## config.mk

```make
export PLATFORM = sky130hd
export DESIGN_NAME = dcti_ctrl
export DESIGN_NICKNAME = d
export VERILOG_FILES = /design/src/core/dcti_pkg.sv /design/src/core/dcti_refresh_timer.sv /design/src/core/dcti_ctrl.sv
export SDC_FILE = /design/constraint.sdc
export NUM_CORES = 1
export LEC_CHECK = 0
export CAP_MARGIN = 20
export CORE_AREA = 2 2 111 113
export DETAILED_ROUTE_END_ITERATION = 7
export DIE_AREA = 0 0 113 115
export DONT_BUFFER_PORTS = 1
export SLEW_MARGIN = 10
export SYNTH_ARGS = -nofsm -noshare
export SYNTH_HDL_FRONTEND = slang
export SYNTH_SLANG_ARGS = --single-unit
export TNS_END_PERCENT = 50
```

## constraint.sdc

```tcl
create_clock -name mclk -period 2.57 [get_ports mclk]
set_clock_uncertainty 0.1 [all_clocks]
set_input_delay 0.3855 -clock mclk [delete_from_list [all_inputs] [get_ports mclk]]
set_output_delay 0.3855 -clock mclk [all_outputs]
set_load 0.05 [all_outputs]
```

## src/core/dcti_pkg.sv

```systemverilog
// Purpose: Constants and types for the 16K x 1 dynamic memory controller
// Assumes: Fastest speed grade, mclk at 125 MHz
// Notes: All timing counts derive from nanosecond figures at build time
// Overview of operation
// - Reads hold write select high from before column fall until after rise.
// - Reference row-to-column delay 50 ns; beyond it column access governs.
// - Shorter row-to-column delay lengthens column low time equally.
// - Write data stable at column fall, held at least 45 ns.
// - Write select low at least 45 ns, and 50 ns before strobes rise.
// - Write select and data held 95 ns after row strobe falls.
// - Read-modify-write data captured at write edge, held 45 ns after.
// - Page mode: column high 60 ns, page cycle at least 170 ns.
// - Refresh pulses row strobe with row address, column strobe high.
// - All 128 rows refreshed or accessed within every 2 ms.
// - About eight dummy cycles after power-up before real accesses.

package dcti_pkg;

	// ****************************************
	// Clock and timing figures
	// ****************************************
	localparam int CLK_PERIOD_NS = 8;
	localparam int T_RP_NS = 100;
	localparam int T_RC_NS = 320;
	localparam int T_RCD_NS = 50;
	localparam int T_RAH_NS = 20;
	localparam int T_CAS_NS = 100;
	localparam int T_CWL_NS = 50;
	localparam int T_CP_NS = 60;
	localparam int T_PC_NS = 170;
	localparam int T_RAS_MAX_NS = 10000;
	localparam int T_INIT_NS = 3000;
	localparam int T_REFRESH_NS = 2000000;
	localparam int REFRESH_ROWS = 128;
	localparam int SYNC_STAGES = 2;
	localparam int PAGE_GUARD = 64;

	localparam int RP_I = (T_RP_NS + CLK_PERIOD_NS - 1) / CLK_PERIOD_NS;
	localparam int RC_I = (T_RC_NS + CLK_PERIOD_NS - 1) / CLK_PERIOD_NS;
	localparam int CAS_I = (T_CAS_NS + CLK_PERIOD_NS - 1) / CLK_PERIOD_NS;
	localparam int PC_I = (T_PC_NS + CLK_PERIOD_NS - 1) / CLK_PERIOD_NS;
	localparam int CP_I = (T_CP_NS + CLK_PERIOD_NS - 1) / CLK_PERIOD_NS;

	localparam logic [10:0] RP_CYC = 11'(RP_I);
	localparam logic [10:0] RCD_CYC =
		11'((T_RCD_NS + CLK_PERIOD_NS - 1) / CLK_PERIOD_NS);
	localparam logic [10:0] RAH_CYC =
		11'((T_RAH_NS + CLK_PERIOD_NS - 1) / CLK_PERIOD_NS);
	localparam logic [10:0] CAS_CYC = 11'(CAS_I);
	localparam logic [10:0] CAS_RD_CYC = 11'(CAS_I + SYNC_STAGES);
	localparam logic [10:0] WR_CYC =
		11'((T_CWL_NS + CLK_PERIOD_NS - 1) / CLK_PERIOD_NS);
	localparam logic [10:0] CAS_HIGH_CYC =
		11'((PC_I - CAS_I > CP_I) ? PC_I - CAS_I : CP_I);
	localparam logic [10:0] REF_LOW_CYC = 11'(RC_I - RP_I);
	localparam logic [10:0] RAS_MAX_CYC = 11'(T_RAS_MAX_NS / CLK_PERIOD_NS);
	localparam logic [10:0] PAGE_LIMIT = 11'(T_RAS_MAX_NS / CLK_PERIOD_NS
		- PAGE_GUARD);
	localparam logic [10:0] INIT_CYC =
		11'((T_INIT_NS + CLK_PERIOD_NS - 1) / CLK_PERIOD_NS);
	localparam logic [10:0] REFI_CYC =
		11'(T_REFRESH_NS / REFRESH_ROWS / CLK_PERIOD_NS);

	// ****************************************
	// Reset values
	// ****************************************
	localparam logic [3:0] DUMMY_CYCLES = 4'h8;

	// ****************************************
	// Types
	// ****************************************
	typedef enum logic [1:0] {
		DCTI_OP_READ,
		DCTI_OP_WRITE,
		DCTI_OP_RMW
	} dcti_op_t;

	typedef enum logic [3:0] {
		ST_INIT,
		ST_IDLE,
		ST_REF_SET,
		ST_REF_LOW,
		ST_ROW_SET,
		ST_RCD,
		ST_CAS_LOW,
		ST_RMW_WR,
		ST_CAS_HIGH,
		ST_PRE
	} dcti_state_t;

endpackage

```

## src/core/dcti_refresh_timer.sv

```systemverilog
// Purpose: Periodic refresh request pulse
// Assumes: One pulse per row slot of the refresh period
// Notes: Pulse is one mclk cycle wide
`timescale 1ns/1ps

module dcti_refresh_timer (
	// Clock and reset
	input wire logic mclk,
	input wire logic srst,
	// Refresh request
	output logic tick
);

	typedef struct packed {
		logic [10:0] cnt;
		logic tick;
	} dcti_tmr_t;

	dcti_tmr_t t_reg;
	dcti_tmr_t t_next;

	always_comb begin
		t_next = t_reg;
		t_next.tick = 1'b0;
		if (t_reg.cnt == 11'h000) begin
			t_next.cnt = dcti_pkg::REFI_CYC - 11'h001;
			t_next.tick = 1'b1;
		end else begin
			t_next.cnt = t_reg.cnt - 11'h001;
		end
	end

	always_ff @(posedge mclk) begin
		if (srst) begin
			t_reg <= '0;
		end else begin
			t_reg <= t_next;
		end
	end

	assign tick = t_reg.tick;

endmodule

```

## src/core/dcti_ctrl.sv

```systemverilog
// Purpose: Strobe sequencer for a 16K x 1 asynchronous dynamic memory
// Assumes: Memory output is tri-stated by the memory; only sampled here
// Notes: Row address is the low seven address bits
`timescale 1ns/1ps

module dcti_ctrl (
	// Clock and reset
	input wire logic mclk,
	input wire logic srst,
	// User request
	input wire logic req_valid,
	output logic req_ready,
	input wire logic [1:0] req_op,
	input wire logic [13:0] req_addr,
	input wire logic req_wdata,
	// User response
	output logic resp_valid,
	output logic resp_rdata,
	output logic init_done,
	// Memory pins
	output logic ras_n,
	output logic cas_n,
	output logic we_n,
	output logic [6:0] mem_addr,
	output logic mem_din,
	input wire logic mem_dout
);

	typedef struct packed {
		dcti_pkg::dcti_state_t state;
		logic [10:0] cnt;
		logic [10:0] ras_time;
		logic [3:0] dummy;
		logic ref_pend;
		logic [6:0] ref_row;
		dcti_pkg::dcti_op_t op;
		logic [6:0] row;
		logic [6:0] col;
		logic wdata;
		logic held;
		logic same_row;
		logic ras_n;
		logic cas_n;
		logic we_n;
		logic [6:0] addr;
		logic din;
		logic rdy;
		logic rv;
		logic rd;
		logic done;
		logic s1;
		logic s2;
	} dcti_regs_t;

	dcti_regs_t r_reg;
	dcti_regs_t r_next;
	logic ref_tick;
	logic take;

	dcti_refresh_timer u_timer (
		.mclk(mclk),
		.srst(srst),
		.tick(ref_tick)
	);

	// ****************************************
	// Sequencer
	// ****************************************
	always_comb begin
		r_next = r_reg;
		take = req_valid && r_reg.rdy;
		r_next.s1 = mem_dout;
		r_next.s2 = r_reg.s1;
		r_next.rv = 1'b0;
		if (r_reg.cnt != 11'h000) begin
			r_next.cnt = r_reg.cnt - 11'h001;
		end
		// Row-low time bounds how long a page may stay open
		r_next.ras_time = r_reg.ras_n ? 11'h000 : r_reg.ras_time + 11'h001;
		r_next.ref_pend = r_reg.ref_pend | ref_tick;
		if (take) begin
			r_next.op = dcti_pkg::dcti_op_t'(req_op);
			r_next.row = req_addr[6:0];
			r_next.col = req_addr[13:7];
			r_next.wdata = req_wdata;
			r_next.rdy = 1'b0;
		end
		unique case (r_reg.state)
			dcti_pkg::ST_INIT: begin
				// Row strobe stays high through the power-up wait
				if (r_reg.cnt == 11'h000) begin
					r_next.state = dcti_pkg::ST_IDLE;
				end
			end
			dcti_pkg::ST_IDLE: begin
				if (take) begin
					r_next.addr = req_addr[6:0];
					r_next.state = dcti_pkg::ST_ROW_SET;
				end else if (r_reg.ref_pend || r_reg.dummy != 4'h0) begin
					// Set wins over clear for a tick in this cycle
					r_next.ref_pend = ref_tick;
					if (r_reg.dummy != 4'h0) begin
						r_next.dummy = r_reg.dummy - 4'h1;
					end
					r_next.addr = r_reg.ref_row;
					r_next.rdy = 1'b0;
					r_next.state = dcti_pkg::ST_REF_SET;
				end else begin
					r_next.rdy = r_reg.done & ~r_next.ref_pend;
				end
			end
			dcti_pkg::ST_REF_SET: begin
				r_next.ras_n = 1'b0;
				r_next.cnt = dcti_pkg::REF_LOW_CYC - 11'h001;
				r_next.state = dcti_pkg::ST_REF_LOW;
			end
			dcti_pkg::ST_REF_LOW: begin
				if (r_reg.cnt == 11'h000) begin
					r_next.ras_n = 1'b1;
					r_next.ref_row = r_reg.ref_row + 7'h01;
					if (r_reg.dummy == 4'h0) begin
						r_next.done = 1'b1;
					end
					r_next.cnt = dcti_pkg::RP_CYC - 11'h001;
					r_next.state = dcti_pkg::ST_PRE;
				end
			end
			dcti_pkg::ST_ROW_SET: begin
				// Row address has had one cycle of setup
				r_next.ras_n = 1'b0;
				r_next.cnt = dcti_pkg::RCD_CYC - 11'h001;
				r_next.state = dcti_pkg::ST_RCD;
			end
			dcti_pkg::ST_RCD: begin
				if (r_reg.cnt == dcti_pkg::RCD_CYC - dcti_pkg::RAH_CYC) begin
					r_next.addr = r_reg.col;
				end
				// Column falls 56 ns after row, past the reference delay, so the plain
				// column low time is enough
				if (r_reg.cnt == 11'h000) begin
					r_next.cas_n = 1'b0;
					r_next.we_n = r_reg.op != dcti_pkg::DCTI_OP_WRITE;
					r_next.din = r_reg.wdata;
					r_next.cnt = (r_reg.op == dcti_pkg::DCTI_OP_WRITE) ?
						dcti_pkg::CAS_CYC - 11'h001 :
						dcti_pkg::CAS_RD_CYC - 11'h001;
					r_next.state = dcti_pkg::ST_CAS_LOW;
				end
			end
			dcti_pkg::ST_CAS_LOW: begin
				// Write select stays high here for reads
				if (r_reg.cnt == 11'h000) begin
					if (r_reg.op != dcti_pkg::DCTI_OP_WRITE) begin
						// Sampled past the column access time
						r_next.rd = r_reg.s2;
						r_next.rv = r_reg.op != dcti_pkg::DCTI_OP_RMW;
					end
					if (r_reg.op == dcti_pkg::DCTI_OP_RMW) begin
						// Late write after the read has been taken
						r_next.we_n = 1'b0;
						r_next.cnt = dcti_pkg::WR_CYC - 11'h001;
						r_next.state = dcti_pkg::ST_RMW_WR;
					end else begin
						// Early write: low over the whole strobe
						r_next.cas_n = 1'b1;
						r_next.we_n = 1'b1;
						// A pending refresh ends paging, so a stream of
						// requests to other rows cannot hold it off
						r_next.rdy = r_reg.ras_time < dcti_pkg::PAGE_LIMIT &&
							!r_next.ref_pend;
						r_next.held = 1'b0;
						r_next.cnt = dcti_pkg::CAS_HIGH_CYC - 11'h001;
						r_next.state = dcti_pkg::ST_CAS_HIGH;
					end
				end
			end
			dcti_pkg::ST_RMW_WR: begin
				// Data stays put through the write pulse
				if (r_reg.cnt == 11'h000) begin
					r_next.rv = 1'b1;
					r_next.cas_n = 1'b1;
					r_next.we_n = 1'b1;
					r_next.rdy = r_reg.ras_time < dcti_pkg::PAGE_LIMIT &&
						!r_next.ref_pend;
					r_next.held = 1'b0;
					r_next.cnt = dcti_pkg::CAS_HIGH_CYC - 11'h001;
					r_next.state = dcti_pkg::ST_CAS_HIGH;
				end
			end
			dcti_pkg::ST_CAS_HIGH: begin
				if (take) begin
					r_next.held = 1'b1;
					r_next.same_row = req_addr[6:0] == r_reg.row;
					if (req_addr[6:0] == r_reg.row) begin
						r_next.addr = req_addr[13:7];
					end
				end
				// Column high time also pads out the page cycle
				if (r_reg.cnt == 11'h000) begin
					r_next.rdy = 1'b0;
					if (r_next.held && r_next.same_row) begin
						r_next.held = 1'b0;
						r_next.cas_n = 1'b0;
						r_next.we_n = r_next.op != dcti_pkg::DCTI_OP_WRITE;
						r_next.din = r_next.wdata;
						r_next.cnt = (r_next.op == dcti_pkg::DCTI_OP_WRITE) ?
							dcti_pkg::CAS_CYC - 11'h001 :
							dcti_pkg::CAS_RD_CYC - 11'h001;
						r_next.state = dcti_pkg::ST_CAS_LOW;
					end else begin
						r_next.ras_n = 1'b1;
						r_next.cnt = dcti_pkg::RP_CYC - 11'h001;
						r_next.state = dcti_pkg::ST_PRE;
					end
				end
			end
			dcti_pkg::ST_PRE: begin
				if (r_reg.cnt == 11'h000) begin
					if (r_reg.held) begin
						r_next.held = 1'b0;
						r_next.addr = r_reg.row;
						r_next.state = dcti_pkg::ST_ROW_SET;
					end else begin
						r_next.rdy = r_reg.done & ~r_next.ref_pend;
						r_next.state = dcti_pkg::ST_IDLE;
					end
				end
			end
			default: begin
				r_next.ras_n = 1'b1;
				r_next.cas_n = 1'b1;
				r_next.we_n = 1'b1;
				r_next.rdy = 1'b0;
				r_next.state = dcti_pkg::ST_IDLE;
			end
		endcase
	end

	always_ff @(posedge mclk) begin
		if (srst) begin
			r_reg <= '0;
			r_reg.state <= dcti_pkg::ST_INIT;
			r_reg.cnt <= dcti_pkg::INIT_CYC - 11'h001;
			r_reg.dummy <= dcti_pkg::DUMMY_CYCLES;
			r_reg.ras_n <= 1'b1;
			r_reg.cas_n <= 1'b1;
			r_reg.we_n <= 1'b1;
		end else begin
			r_reg <= r_next;
		end
	end

	// ****************************************
	// Outputs
	// ****************************************
	assign req_ready = r_reg.rdy;
	assign resp_valid = r_reg.rv;
	assign resp_rdata = r_reg.rd;
	assign init_done = r_reg.done;
	assign ras_n = r_reg.ras_n;
	assign cas_n = r_reg.cas_n;
	assign we_n = r_reg.we_n;
	assign mem_addr = r_reg.addr;
	assign mem_din = r_reg.din;

endmodule

```

# Word-level counts from Yosys, hierarchy flattened

Index checks and enable logic that the tools add are counted.

Bits in registers: 86
Output and inout port bits: 15
Input port bits: 21
Logic and storage cells: 168

Reduce and logical (&&, ||, !) cells: 32
Bitwise gates (word level): 6
Multiplexer cells: 65
$lt $le $gt $ge: 1
Eq/ne operators: 33
$add $sub $neg: 5

Operators by type and width:

| cell                  | number |
|---|---|
| $mux 15               | 7 |
| $pmux 11 s7           | 1 |
| $mux 7                | 7 |
| $pmux 4 s10           | 1 |
| $ne 2x2->1 const B    | 15 |
| $pmux 7 s4            | 1 |
| $logic_not 11->1      | 2 |
| $mux 11               | 2 |
| $mux 2                | 11 |
| $sub 11x1->11 const B | 2 |
| $mux 1                | 21 |
| $mux 17               | 1 |
| $eq 4x3->1 const B    | 4 |
| $mux 4                | 4 |
| $reduce_and 4->1      | 4 |
| $reduce_and 7->1      | 2 |
| $reduce_or 6->1       | 2 |
| $add 11x1->11 const B | 1 |
| $eq 11x3->1 const B   | 1 |
| $lt 11x11->1 const B  | 1 |
| $reduce_bool 11->1    | 1 |
| $pmux 2 s5            | 1 |
| $mux 3                | 3 |
| $eq 4x2->1 const B    | 2 |
| other kinds (29)      | 45 |

# Depth between registers and ports, before layout

Gate-level depths: netlist of run 1.

Word-level depth: 7
Depth in mapped cells: 13
Gate-level depth less buffers: 10

# By module

From an unflattened synthesis of run 1, not the netlist that was laid out.

Cells, all modules: 594
Area total of the unflattened synthesis: 4733.3 um^2

By module, submodules not included:

| module             | instances | seq. area each (um^2) | area each (um^2) | cells an instance |
|---|---|---|---|---|
| dcti_ctrl          | 1         | 1481.4                | 4141.5           | 530 |
| dcti_refresh_timer | 1         | 240.2                 | 591.8            | 64 |

# Worst setup path after synthesis of run 1

Ideal clock, no wire load.

Kind: reg-to-reg
Start: register r_reg[59] in the netlist's numbering
End: register r_reg[59] in the netlist's numbering
Setup time: 0.070 ns
Data required time: 2.400 ns
Arrival time: 2.011 ns
Buffers on the path: 3
Slack: 0.388 ns
Period minus slack after synthesis: 2.182 ns
Stages on the path, launching flop included: 13
Cells stage by stage: dfxtp_1 > inv_1 > ha_1 > nor3b_1 > and3_1 > buf_4 > inv_2 > buf_6 > buf_2 > ha_1 > o21ai_0 > a21oi_1 > a21oi_1

Longest elaborated chain between the ends: 4
Elaborated cells on any way between the ends: 10
Those cells by class: add/sub (1); mux (7); reduce/logical (2)

Ends and longest elaborated chain:

| element                                                    | RTL line                         | text |
|---|---|---|
| start, declared                                            | dcti_ctrl.sv:55                  | `dcti_regs_t r_reg;` |
| start signal, assigned                                     | dcti_ctrl.sv:249                 | `r_reg <= r_next;` |
| $sub 11x1->11 / $reduce_bool 11->1 (equally long branches) | dcti_ctrl.sv:76, dcti_ctrl.sv:75 |  |
| $mux 11                                                    | dcti_ctrl.sv:75                  | `if (r_reg.cnt != 11'h000) begin` |
| $mux 15, on equally long branches                          | --                               |  |
| $pmux 11 s7 (*)                                            | dcti_ctrl.sv:88                  | `unique case (r_reg.state)` |

Every way passes the cells marked *; elsewhere a longest branch is shown, timed or not. The select of a mux whose other input is x is not followed.
A chain may end at the register's enable or synchronous reset.

# Worst setup path in the final report of run 1

Start: register r_reg[59] in the netlist's numbering
End: register r_reg, in the netlist mem_addr[0]

Longest elaborated chain between the ends: 3
Elaborated cells on any way between the ends: 5
Those cells by class: eq/ne (3); reduce/logical (2)

Ends and longest elaborated chain:

| element                                                | RTL line |
|---|---|
| $eq 11x3->1 / $logic_not 11->1 (equally long branches) | dcti_ctrl.sv:135, dcti_ctrl.sv:218 |
| $ne 2x2->1 (no line)                                   | -- |
| $reduce_and 7->1 (no line) (*)                         | -- |

Every way passes the cells marked *; elsewhere a longest branch is shown, timed or not.

==> impl_metrics.toml, run 1 <==
[status]
status = "complete, but fails checks"
violations = "DRC"

[synth]
yosys.area_share.simple_pct = 27.0
synth_compound_area_share_pct = 18.4
synth.area.mux_share_pct = 1.99
ys_ff_latch = 86
synth_cells = 581
synthDistinctLibCells = 71
synth_edf_count = 0
synth.avg_cell_area_sq_um = 7.91
ys.warnings.count = 0
synth_fp_nets = 611
synth_top_family_by_area = "simple AND/OR/NAND/NOR gates"
yosys.area_share.adder_pct = 2.45
synthArstFlopShare_pct = 0
synth_area_sq_um = 4590
synthFlopType = "dfxtp_1"
synth_seq_area_share_pct = 37.5
synth_xor_area_share_pct = 6.86

[placed_design]
gp_congestion = 0.950
port-buffer-count = 0
dp_hpwl_microns = 8880
pre_cts_slack_ns = 0.210

[drt]
finalWirelength_microns = 12400
drtPass1Iterations = 7
wl_per_cell_microns = 17.0
dr_wl_met2_microns = 5800
drt-met1-wl_microns = 5650
wl_met3_microns = 735
vias = 4117
topRoutingLayerUsed = "met4"
drtAntennaViolNets = 0
vias_per_cell = 5.63
drc_errors = 1
dr.first_iter.drc_count = 323

[setup_path]
critPathLaunchType = "flip-flop"
cp.required_ns = 2.68
end_kind = "flip-flop"
crit_arrival_ns = 2.53
reg2regPathDepth = 9
crit_type = "flip-flop to flip-flop"
worstPathMaxFanout = 9

[floorplan]
die_y_microns = 115
dieArea_sq_um = 13000
initial_core_util_pct = 38.9
pin_count = 36
die_w_microns = 113
core_sq_um = 11800
rows = 40

[timing]
fin_tns_setup_ns = 0
worst_pin_slew_ns = 0.580
setup_violations = 0
rsz0062_at_grt = "no"
finalCriticalPeriod_ns = 2.42
hold_viol = 0
timing.final.max_slew_violations = 0
hold_slack_ns = 0.0261
worst_slack_ns = 0.154
max_freq_ghz = 0.414
period_share_pct = 94.0
maxSlewHeadroom_pct = 61.3

[global_route]
antenna_found_initial = 0
grt-ovfl-total = 0
grt_pass1_vias = 4079
grt_pass1_wl_microns = 20500
grt_use_total_pct = 19.6
grt_max_degree = 64

[pwr]
p_per_area_nw_per_um2 = 619
power_leakage_uw = 0.00174
peakVddDrop_mv = 0.511
power.total_uw = 3150

[final_layout]
largest_reg_flops = 58
syn_to_final_growth_pct = 10.8
num-nets-final = 611
fin_util_pct = 43.1
final_layout_size_suffix_gt1_share_pct = 9.93
diodes = 0

[clock_tree]
root_buffer = "clkbuf_16"
htreeDepth = 3
postCtsSetupBuffers = 0
numCtsBuffers = 9
clock_tree.buffer_depth = 2
path_clk_slew_ns = 0.06
cts_sinks = 86
cts_tree = "done"
clk_latency_ns = 0.34

[hold_path]
hold_path_depth = 1
min_path_type = "primary input to flip-flop"

[run]
maxCapViolations = 0
==> layout by cell type, fill, tap and decap left out, drive strengths merged, types with 6 or more instances in the layout <==
master   count
dfxtp       86
nand2       82
nor2        69
a21oi       52
o21ai       29
buf         27
nor3        25
xnor2       20
xor2        16
inv         16
nor4        11
nor2b       10
nand3       10
clkbuf      10
ha           9
nand2b       8
mux2i        8
and2         6
nand4        6
a2111oi      6
==> worst paths after layout <==
check / start / end / slack [ns]
max: r_reg[59] / mem_addr[0] / 0.15
min: srst / u_timer.t_reg[10] / 0.03
max reg2reg: r_reg[59] / mem_addr[0] / 0.15
min reg2reg: r_next[0] / r_reg[0] / 0.34
==> timing repair <==
item | 4_1_cts | 5_1_grt
hold buffers | 0 | 2
gates resized for setup | 0 | 3
setup endpoints to repair | 0 | 3
endpoints found under the hold margin | 0 | 1
==> layout make-up <==
type / count / area [sq um]
fill: 1165 / 6720
inverter: 16 / 60.1
timing repair buffer: 29 / 235
sequential: 86 / 1720
clock buffer: 10 / 229
multi-input combinational: 439 / 2610
clock inverter: 4 / 50.0
tap: 147 / 184
==> Yosys cell counts, types with 9 or more instances <==
library cell	count	area, sq um
clkbuf_1	18	67.6
inv_1	15	56.3
buf_4	9	67.6
dfxtp_1	86	1720
a21oi_1	52	260
nor3_1	21	105
o21ai_0	28	140
xor2_1	16	140
nand2_1	81	304
ha_1	9	113
nand3_1	10	50.1
nor2_1	69	259
nor2b_1	10	62.6
xnor2_1	20	175
==> report_power, final <==
group / leakage (uW) / total (uW) / internal (uW) / switching, uW
clock network: 0.000130 / 1250 / 740 / 508
logic: 0.000917 / 391 / 191 / 199
registers: 0.000697 / 1510 / 1430 / 85.0
total: 0.00174 / 3150 / 2360 / 793
==> layer usage <==
layer  global-route usage, %  vias up
met4                    7.24        0
li1                        -     2033
met1                    24.9     1942
met2                    32.6      123
met3                    4.80       19
met5                       0        -
==> critical path, stage by stage, from the launching register on <==
cell,delay (ns)
dfxtp_1,0.32
inv_1,0.10
ha_1,0.17
nor3b_1,0.23
and3_1,0.31
a311o_1,0.22
nand4_2,0.14
buf_4,0.22
a2111oi_0,0.42
nor3_1,0.08
==> per-stage QoR <==
stage / instances / cell area, sq um
2_1_floorplan: 581 / 4590
3_5_place_dp: 715 / 4780
3_3_place_gp: 715 / 4780
4_1_cts: 729 / 5060
6_report: 731 / 5090
5_1_grt: 731 / 5090
==> kinds of logic (layout without fill, tap and decap cells) <==
| family | count (synthesis) | count (layout) |
|---|---|---|
| AOI/OAI and AO/OA | 134 | 134 |
| xor gates and xnor gates | 36 | 36 |
| adders and majority gates | 9 | 9 |
| buffers and inverters | 56 | 59 |
| DFF | 86 | 86 |
| muxes | 9 | 9 |
| and+or+nand+nor | 251 | 251 |
Note: power is estimated with default switching activity, not from simulation.
==> run 2: changes to the inputs <==
Settings changed: SETUP_SLACK_MARGIN from default to 0.5.
==> run 2 against run 1 <==
Net effect:
- the run still ends with DRC left
- power grew 2.4%
- highest routed layer unchanged
- largest cell class unchanged
- combinational power rose by 17%
- via count grew 4.7%
==> impl_metrics.toml, run 2 (synthesis results as in run 1) <==
[pwr]
combinationalPowerShare_pct = 14.2
peakVddDrop_mv = 0.509
clkPwrFrac_pct = 38.6
p_per_area_nw_per_um2 = 567
p_int_uw = 2400
p_sw_uw = 823
power_leakage_uw = 0.00195
power_frac_seq_pct = 47.3
swShare_pct = 25.5

[clock_tree]
htreeDepth = 3
path_clk_slew_ns = 0.06
numCtsBuffers = 9
cts_tree = "done"
cts_sinks = 86
root_buffer = "clkbuf_16"
clk_latency_ns = 0.35
clock_tree.buffer_depth = 2

[final_layout]
final_layout_size_suffix_gt1_share_pct = 20.9
num-nets-final = 634
syn_to_final_growth_pct = 23.8
largest_reg_flops = 58
final_cell_mix = "nand2_1 (79), dfxtp_1 (79), nor2_1 (64), a21oi_1 (51), buf_4 (37)"
stdcell_count = 756
fin_area_sq_um = 5690
fin_util_pct = 48.1
fillers = 1140
diodes = 0

[timing]
fin_tns_setup_ns = 0
period_share_pct = 84.2
worst_pin_slew_ns = 0.578
maxSlewHeadroom_pct = 61.4
max_freq_ghz = 0.462
hold_viol = 0
worst_slack_ns = 0.406
setup_violations = 0
rsz0062_at_grt = "yes"
timing.final.max_slew_violations = 0
finalCriticalPeriod_ns = 2.16

[setup_path]
crit_type = "flip-flop to flip-flop"
crit_buf_inv = 1
rr_startpoint = "r_reg[66]"
worstPathMaxFanout = 4
r2r_end = "mem_addr[0]"
cp_top_family = "simple AND/OR/NAND/NOR gates"
cp_slowest_stage_delay_ns = 0.36
cp-endpoint = "mem_addr[0]"
r2r_setup_slack_ns = 0.41
crit_chain = "nor4_4 -> and3_4 -> a311o_1 -> nand4_4 -> buf_12 -> a2111oi_4 -> nor3_2"
critPathLaunchType = "flip-flop"
end_kind = "flip-flop"
crit_arrival_ns = 2.30
cpMaxStageDelayCell = "nor4_4"
path_depth = 7
reg2regPathDepth = 7
cp.required_ns = 2.70
crit_start = "r_reg[66]"

[hold_path]
hp-start = "srst"
min_path_type = "primary input to flip-flop"

[drt]
wl_per_cell_microns = 17.6
drc_errors = 1
vias_per_cell = 5.70
drtPass1Iterations = 7
finalWirelength_microns = 13300
drtAntennaViolNets = 0
vias = 4310
dr.first_iter.drc_count = 404

[floorplan]
die_w_microns = 113
initial_core_util_pct = 38.9
core_sq_um = 11800
rows = 40
dieArea_sq_um = 13000
pin_count = 36
die_y_microns = 115

[global_route]
antenna_found_initial = 0
grt-ovfl-total = 0
grt_use_total_pct = 19.8
grt_pass1_wl_microns = 20200
grt_pass1_vias = 3901
grt_max_degree = 64

[status]
status = "complete, but fails checks"
violations = "DRC"

[placed_design]
dp_hpwl_microns = 8780
post-place-cells = 710
port-buffer-count = 0
dpl_cell_area_sq_um = 4760
pre_cts_slack_ns = 0.185
gp_congestion = 0.917

[run]
maxCapViolations = 0
run 2: changes by cell type in the layout (fill, tap and decap cells not counted), sizes merged:
| cell | change |
|---|---|
| nand4 | +1 |
| clkbuf | +6 |
| dlygate4sd3 | -1 |
| inv | -1 |
| clkinv | -1 |
| buf | +23 |
| clkinvlp | -1 |
| bufinv | -1 |
run 2: how the worst min path moves through the flow:
stage,endpoint,slack [ns],cells after the start
after global placement,r_reg[0],0.32,1
final,u_timer.t_reg[11],0.01,1
after CTS,u_timer.t_reg[10],0.0008,1
after global routing,u_timer.t_reg[11],-0.003,1
after detailed placement,r_reg[0],0.33,1
after floorplan,r_reg[0],0.31,1
run 2: per-layer routing:
layer	routed length (microns)	part of all wire (%)	global-route usage, %	vias to the layer above
li1	-	-	-	2089
met1	5490	41	24.6	2019
met2	6330	48	31.9	171
met3	1080	8.1	6.22	31
met4	431	3.2	8.78	0
met5	0	0	0	-
run 2: layout make-up:
class,count,area (sq um),area share [%]
multi-input combinational,440,2940,51.7
sequential,86,1730,30.4
timing repair buffer,51,468,8.23
clock buffer,16,282,4.95
tap,147,184,3.24
inverter,16,80.1,1.41
run 2: timing repair:
action | 4_1_cts | 5_1_grt
endpoints found under the hold margin | 0 | 3
pin swaps | 9 | 31
setup endpoints to repair | 31 | 37
resized for setup | 36 | 52
hold buffers | 0 | 1
setup buffers | 7 | 21
cloned | 1 | 0
run 2: power groups by stage:
stage / logic [uW] / registers (uW) / clock network, uW
after floorplan: 348 / 1520 / 0
after global placement: 370 / 1530 / 0
after detailed placement: 382 / 1540 / 0
after CTS: 403 / 1510 / 1280
after global routing: 504 / 1530 / 1330
final: 457 / 1520 / 1240
run 2: through the flow:
| step | hold slack (ns) | total power [uW] |
|---|---|---|
| 6_report | 0.0124 | 3220 |
| 5_1_grt | -0.00256 | 3370 |
| 4_1_cts | 0.000767 | 3200 |
| 3_5_place_dp | 0.334 | 1920 |
| 3_3_place_gp | 0.321 | 1900 |
| 2_1_floorplan | 0.314 | 1870 |
==> run 3: changes to the inputs <==
Settings changed: ABC_AREA from default to 1.
Clock period 2.57 ns to 2.25 ns, I/O delays scaled along.
==> run 3 against run 2 <==
Net effect:
- the flow still finishes with violations (DRC)
- maximum frequency rose by 18%
- synthesized area rose by 0.33%
- via count rose by 4.7%
- sequential cell count did not move
- critical path depth rose by 5
- first-iteration DRC count fell by 22%
- clock power rose by 42%
- cell area fell by 0.77%
- core utilization fell by 0.37 points
- wire length fell by 6.6%
- critical endpoint is now mem_addr[3]
- combinational power rose by 90%
- setup slack improved by 0.013 ns
==> impl_metrics.toml, run 3 <==
[global_route]
grt-ovfl-total = 0
use_met1_pct = 24.0
grt_pass1_vias = 4249
grt_pass1_wl_microns = 20100
use_met3_pct = 4.96
grt_busiest_layer = "met2"
antenna_found_initial = 0
grtUsageMet2_pct = 32.9
grt_max_degree = 39
grt_use_total_pct = 19.5

[synth]
synth.most_common_cell = "nand2_1"
synth.avg_cell_area_sq_um = 6.56
synth_common_cells = "nand2_1 (168), nor2_1 (100), inv_1 (92)"
ys_top_cells_by_area = "dfxtp_1 (37%), nand2_1 (14%), nor2_1 (8.1%)"
synth_fp_nets = 732
synth_area_sq_um = 4610
synth_edf_count = 0
ys.warnings.count = 0
ys_ff_latch = 86
synth_seq_area_share_pct = 37.4
synth_top_area_share_pct = 37.4
synthDistinctLibCells = 37
synth_cells = 702
synthFlopType = "dfxtp_1"
synthArstFlopShare_pct = 0
synth_area_leader_cell = "dfxtp_1"

[pwr]
power_frac_seq_pct = 41.9
power.total_uw = 4530
p_per_area_nw_per_um2 = 803
clkPwrFrac_pct = 38.9
p_int_uw = 3130
peakVddDrop_mv = 0.428
power_leakage_uw = 0.00247
combinationalPowerShare_pct = 19.1
swShare_pct = 30.8
p_sw_uw = 1400

[final_layout]
fin_area_sq_um = 5640
diodes = 0
fin_util_pct = 47.8
num-nets-final = 759
stdcell_count = 881
syn_to_final_growth_pct = 22.4
final_cell_mix = "nand2_1 (150), nor2_1 (87), inv_1 (84), dfxtp_1 (79), o21ai_0 (49)"
final_layout_size_suffix_gt1_share_pct = 19.5
final_common_cell = "nand2_1"
largest_reg_flops = 58

[setup_path]
crit_arrival_ns = 2.02
crit_chain = "inv_2 -> nor2_4 -> nand2_2 -> nand2_2 -> nor2_4 -> nand2_2 -> nand2_1 -> nor2_4 -> nand3_4 -> nand2_1 -> nand2_1 -> nor2_1"
critPathLaunchType = "flip-flop"
cp_slowest_stage_delay_ns = 0.39
crit_start = "r_reg[72]"
cp_top_family = "simple AND/OR/NAND/NOR gates"
rr_startpoint = "r_reg[72]"
end_kind = "flip-flop"
cpMaxStageDelayCell = "dfxtp_4"
crit_buf_inv = 1
crit_type = "flip-flop to flip-flop"
worstPathMaxFanout = 8
cp.required_ns = 2.44

[timing]
rsz0062_at_grt = "yes"
hold_viol = 0
setup_violations = 0
maxSlewHeadroom_pct = 64.6
fin_tns_setup_ns = 0
period_share_pct = 81.4
max_freq_ghz = 0.546
timing.final.max_slew_violations = 0
worst_pin_slew_ns = 0.530
finalCriticalPeriod_ns = 1.83

[clock_tree]
clk_latency_ns = 0.35
clock_tree.buffer_depth = 2
root_buffer = "clkbuf_16"
path_clk_slew_ns = 0.07
cts_sinks = 86
htreeDepth = 3
cts_tree = "done"
numCtsBuffers = 9

[placed_design]
port-buffer-count = 0
gp_congestion = 0.958
dpl_cell_area_sq_um = 4730
dp_hpwl_microns = 8430
post-place-cells = 833

[floorplan]
pin_count = 36
die_w_microns = 113
die_y_microns = 115
dieArea_sq_um = 13000
core_sq_um = 11800
initial_core_util_pct = 39.0
rows = 40

[status]
violations = "DRC"
status = "complete, but fails checks"

[drt]
drtPass1Iterations = 7
drtAntennaViolNets = 0
dr.first_iter.drc_count = 317
vias = 4511
drc_errors = 2
finalWirelength_microns = 12500
vias_per_cell = 5.12
wl_per_cell_microns = 14.1

[hold_path]
hp-start = "srst"
min_path_type = "primary input to flip-flop"

[run]
maxCapViolations = 0
==> run 3: cell types whose count changed after synthesis, sizes merged, moves of 7 or more <==
cell,change
xor2,-9
buf,-7
nand2,+92
inv,+81
nor3,-9
nor2b,-10
o21ai,+24
nor2,+38
xnor2,-20
nand2b,-8
nand3,+25
mux2i,-8
==> run 3: worst paths after layout <==
check        cells past startpoint  slack, ns     endpoint
max                             12       0.42  mem_addr[3]
min                              2       0.01    r_reg[60]
max reg2reg                     12       0.42  mem_addr[3]
min reg2reg                      2       0.30     r_reg[0]
==> run 3: timing repair <==
action	CTS	global route
endpoints found under the hold margin	29	0
setup endpoints to repair	37	42
hold buffers	3	0
resized for setup	39	49
pin swaps	7	23
cloned	0	1
setup buffers	17	11
==> run 3: kinds of logic after synthesis <==
group                    Yosys count  synth area share (%)
XOR/XNOR                           7                  1.33
AND/OR/NAND/NOR                  356                  33.4
adder cells (fa/ha/maj)            9                  2.44
flip-flops                        86                  37.4
buffers and inverters            124                  11.3
AO/OA/AOI/OAI                    120                  14.2
==> run 3: power by group through the flow <==
stage                     Clock (uW)  Combinational [uW]  Sequential (uW)
after floorplan                    0                 703             1810
after global placement             0                 669             1920
after detailed placement           0                 691             1920
final                           1760                 867             1900
after CTS                       1800                 746             1890
after global routing            1860                 999             1920
==> run 3: cell type report <==
cell class,count,area [sq um]
Fill cell,1185,6170
Multi-Input combinational cell,493,2650
Sequential cell,86,1740
Inverter,97,370
Timing Repair Buffer,42,352
Clock buffer,9,225
Tap cell,147,184
Clock inverter,7,125
==> run 3: through the flow <==
stage	worst slack, ns	hold WS [ns]
6_report	0.418	0.0116
5_1_grt	0.337	0.0126
4_1_cts	0.437	0.0000790
3_5_place_dp	0.131	0.295
3_3_place_gp	0.110	0.295
2_1_floorplan	0.505	0.288
==> run 3: routing by layer <==
layer	share of wire (%)	wire length [microns]
met3	5.3	662
met4	2.0	251
met2	47	5890
met1	45	5640
met5	0	0
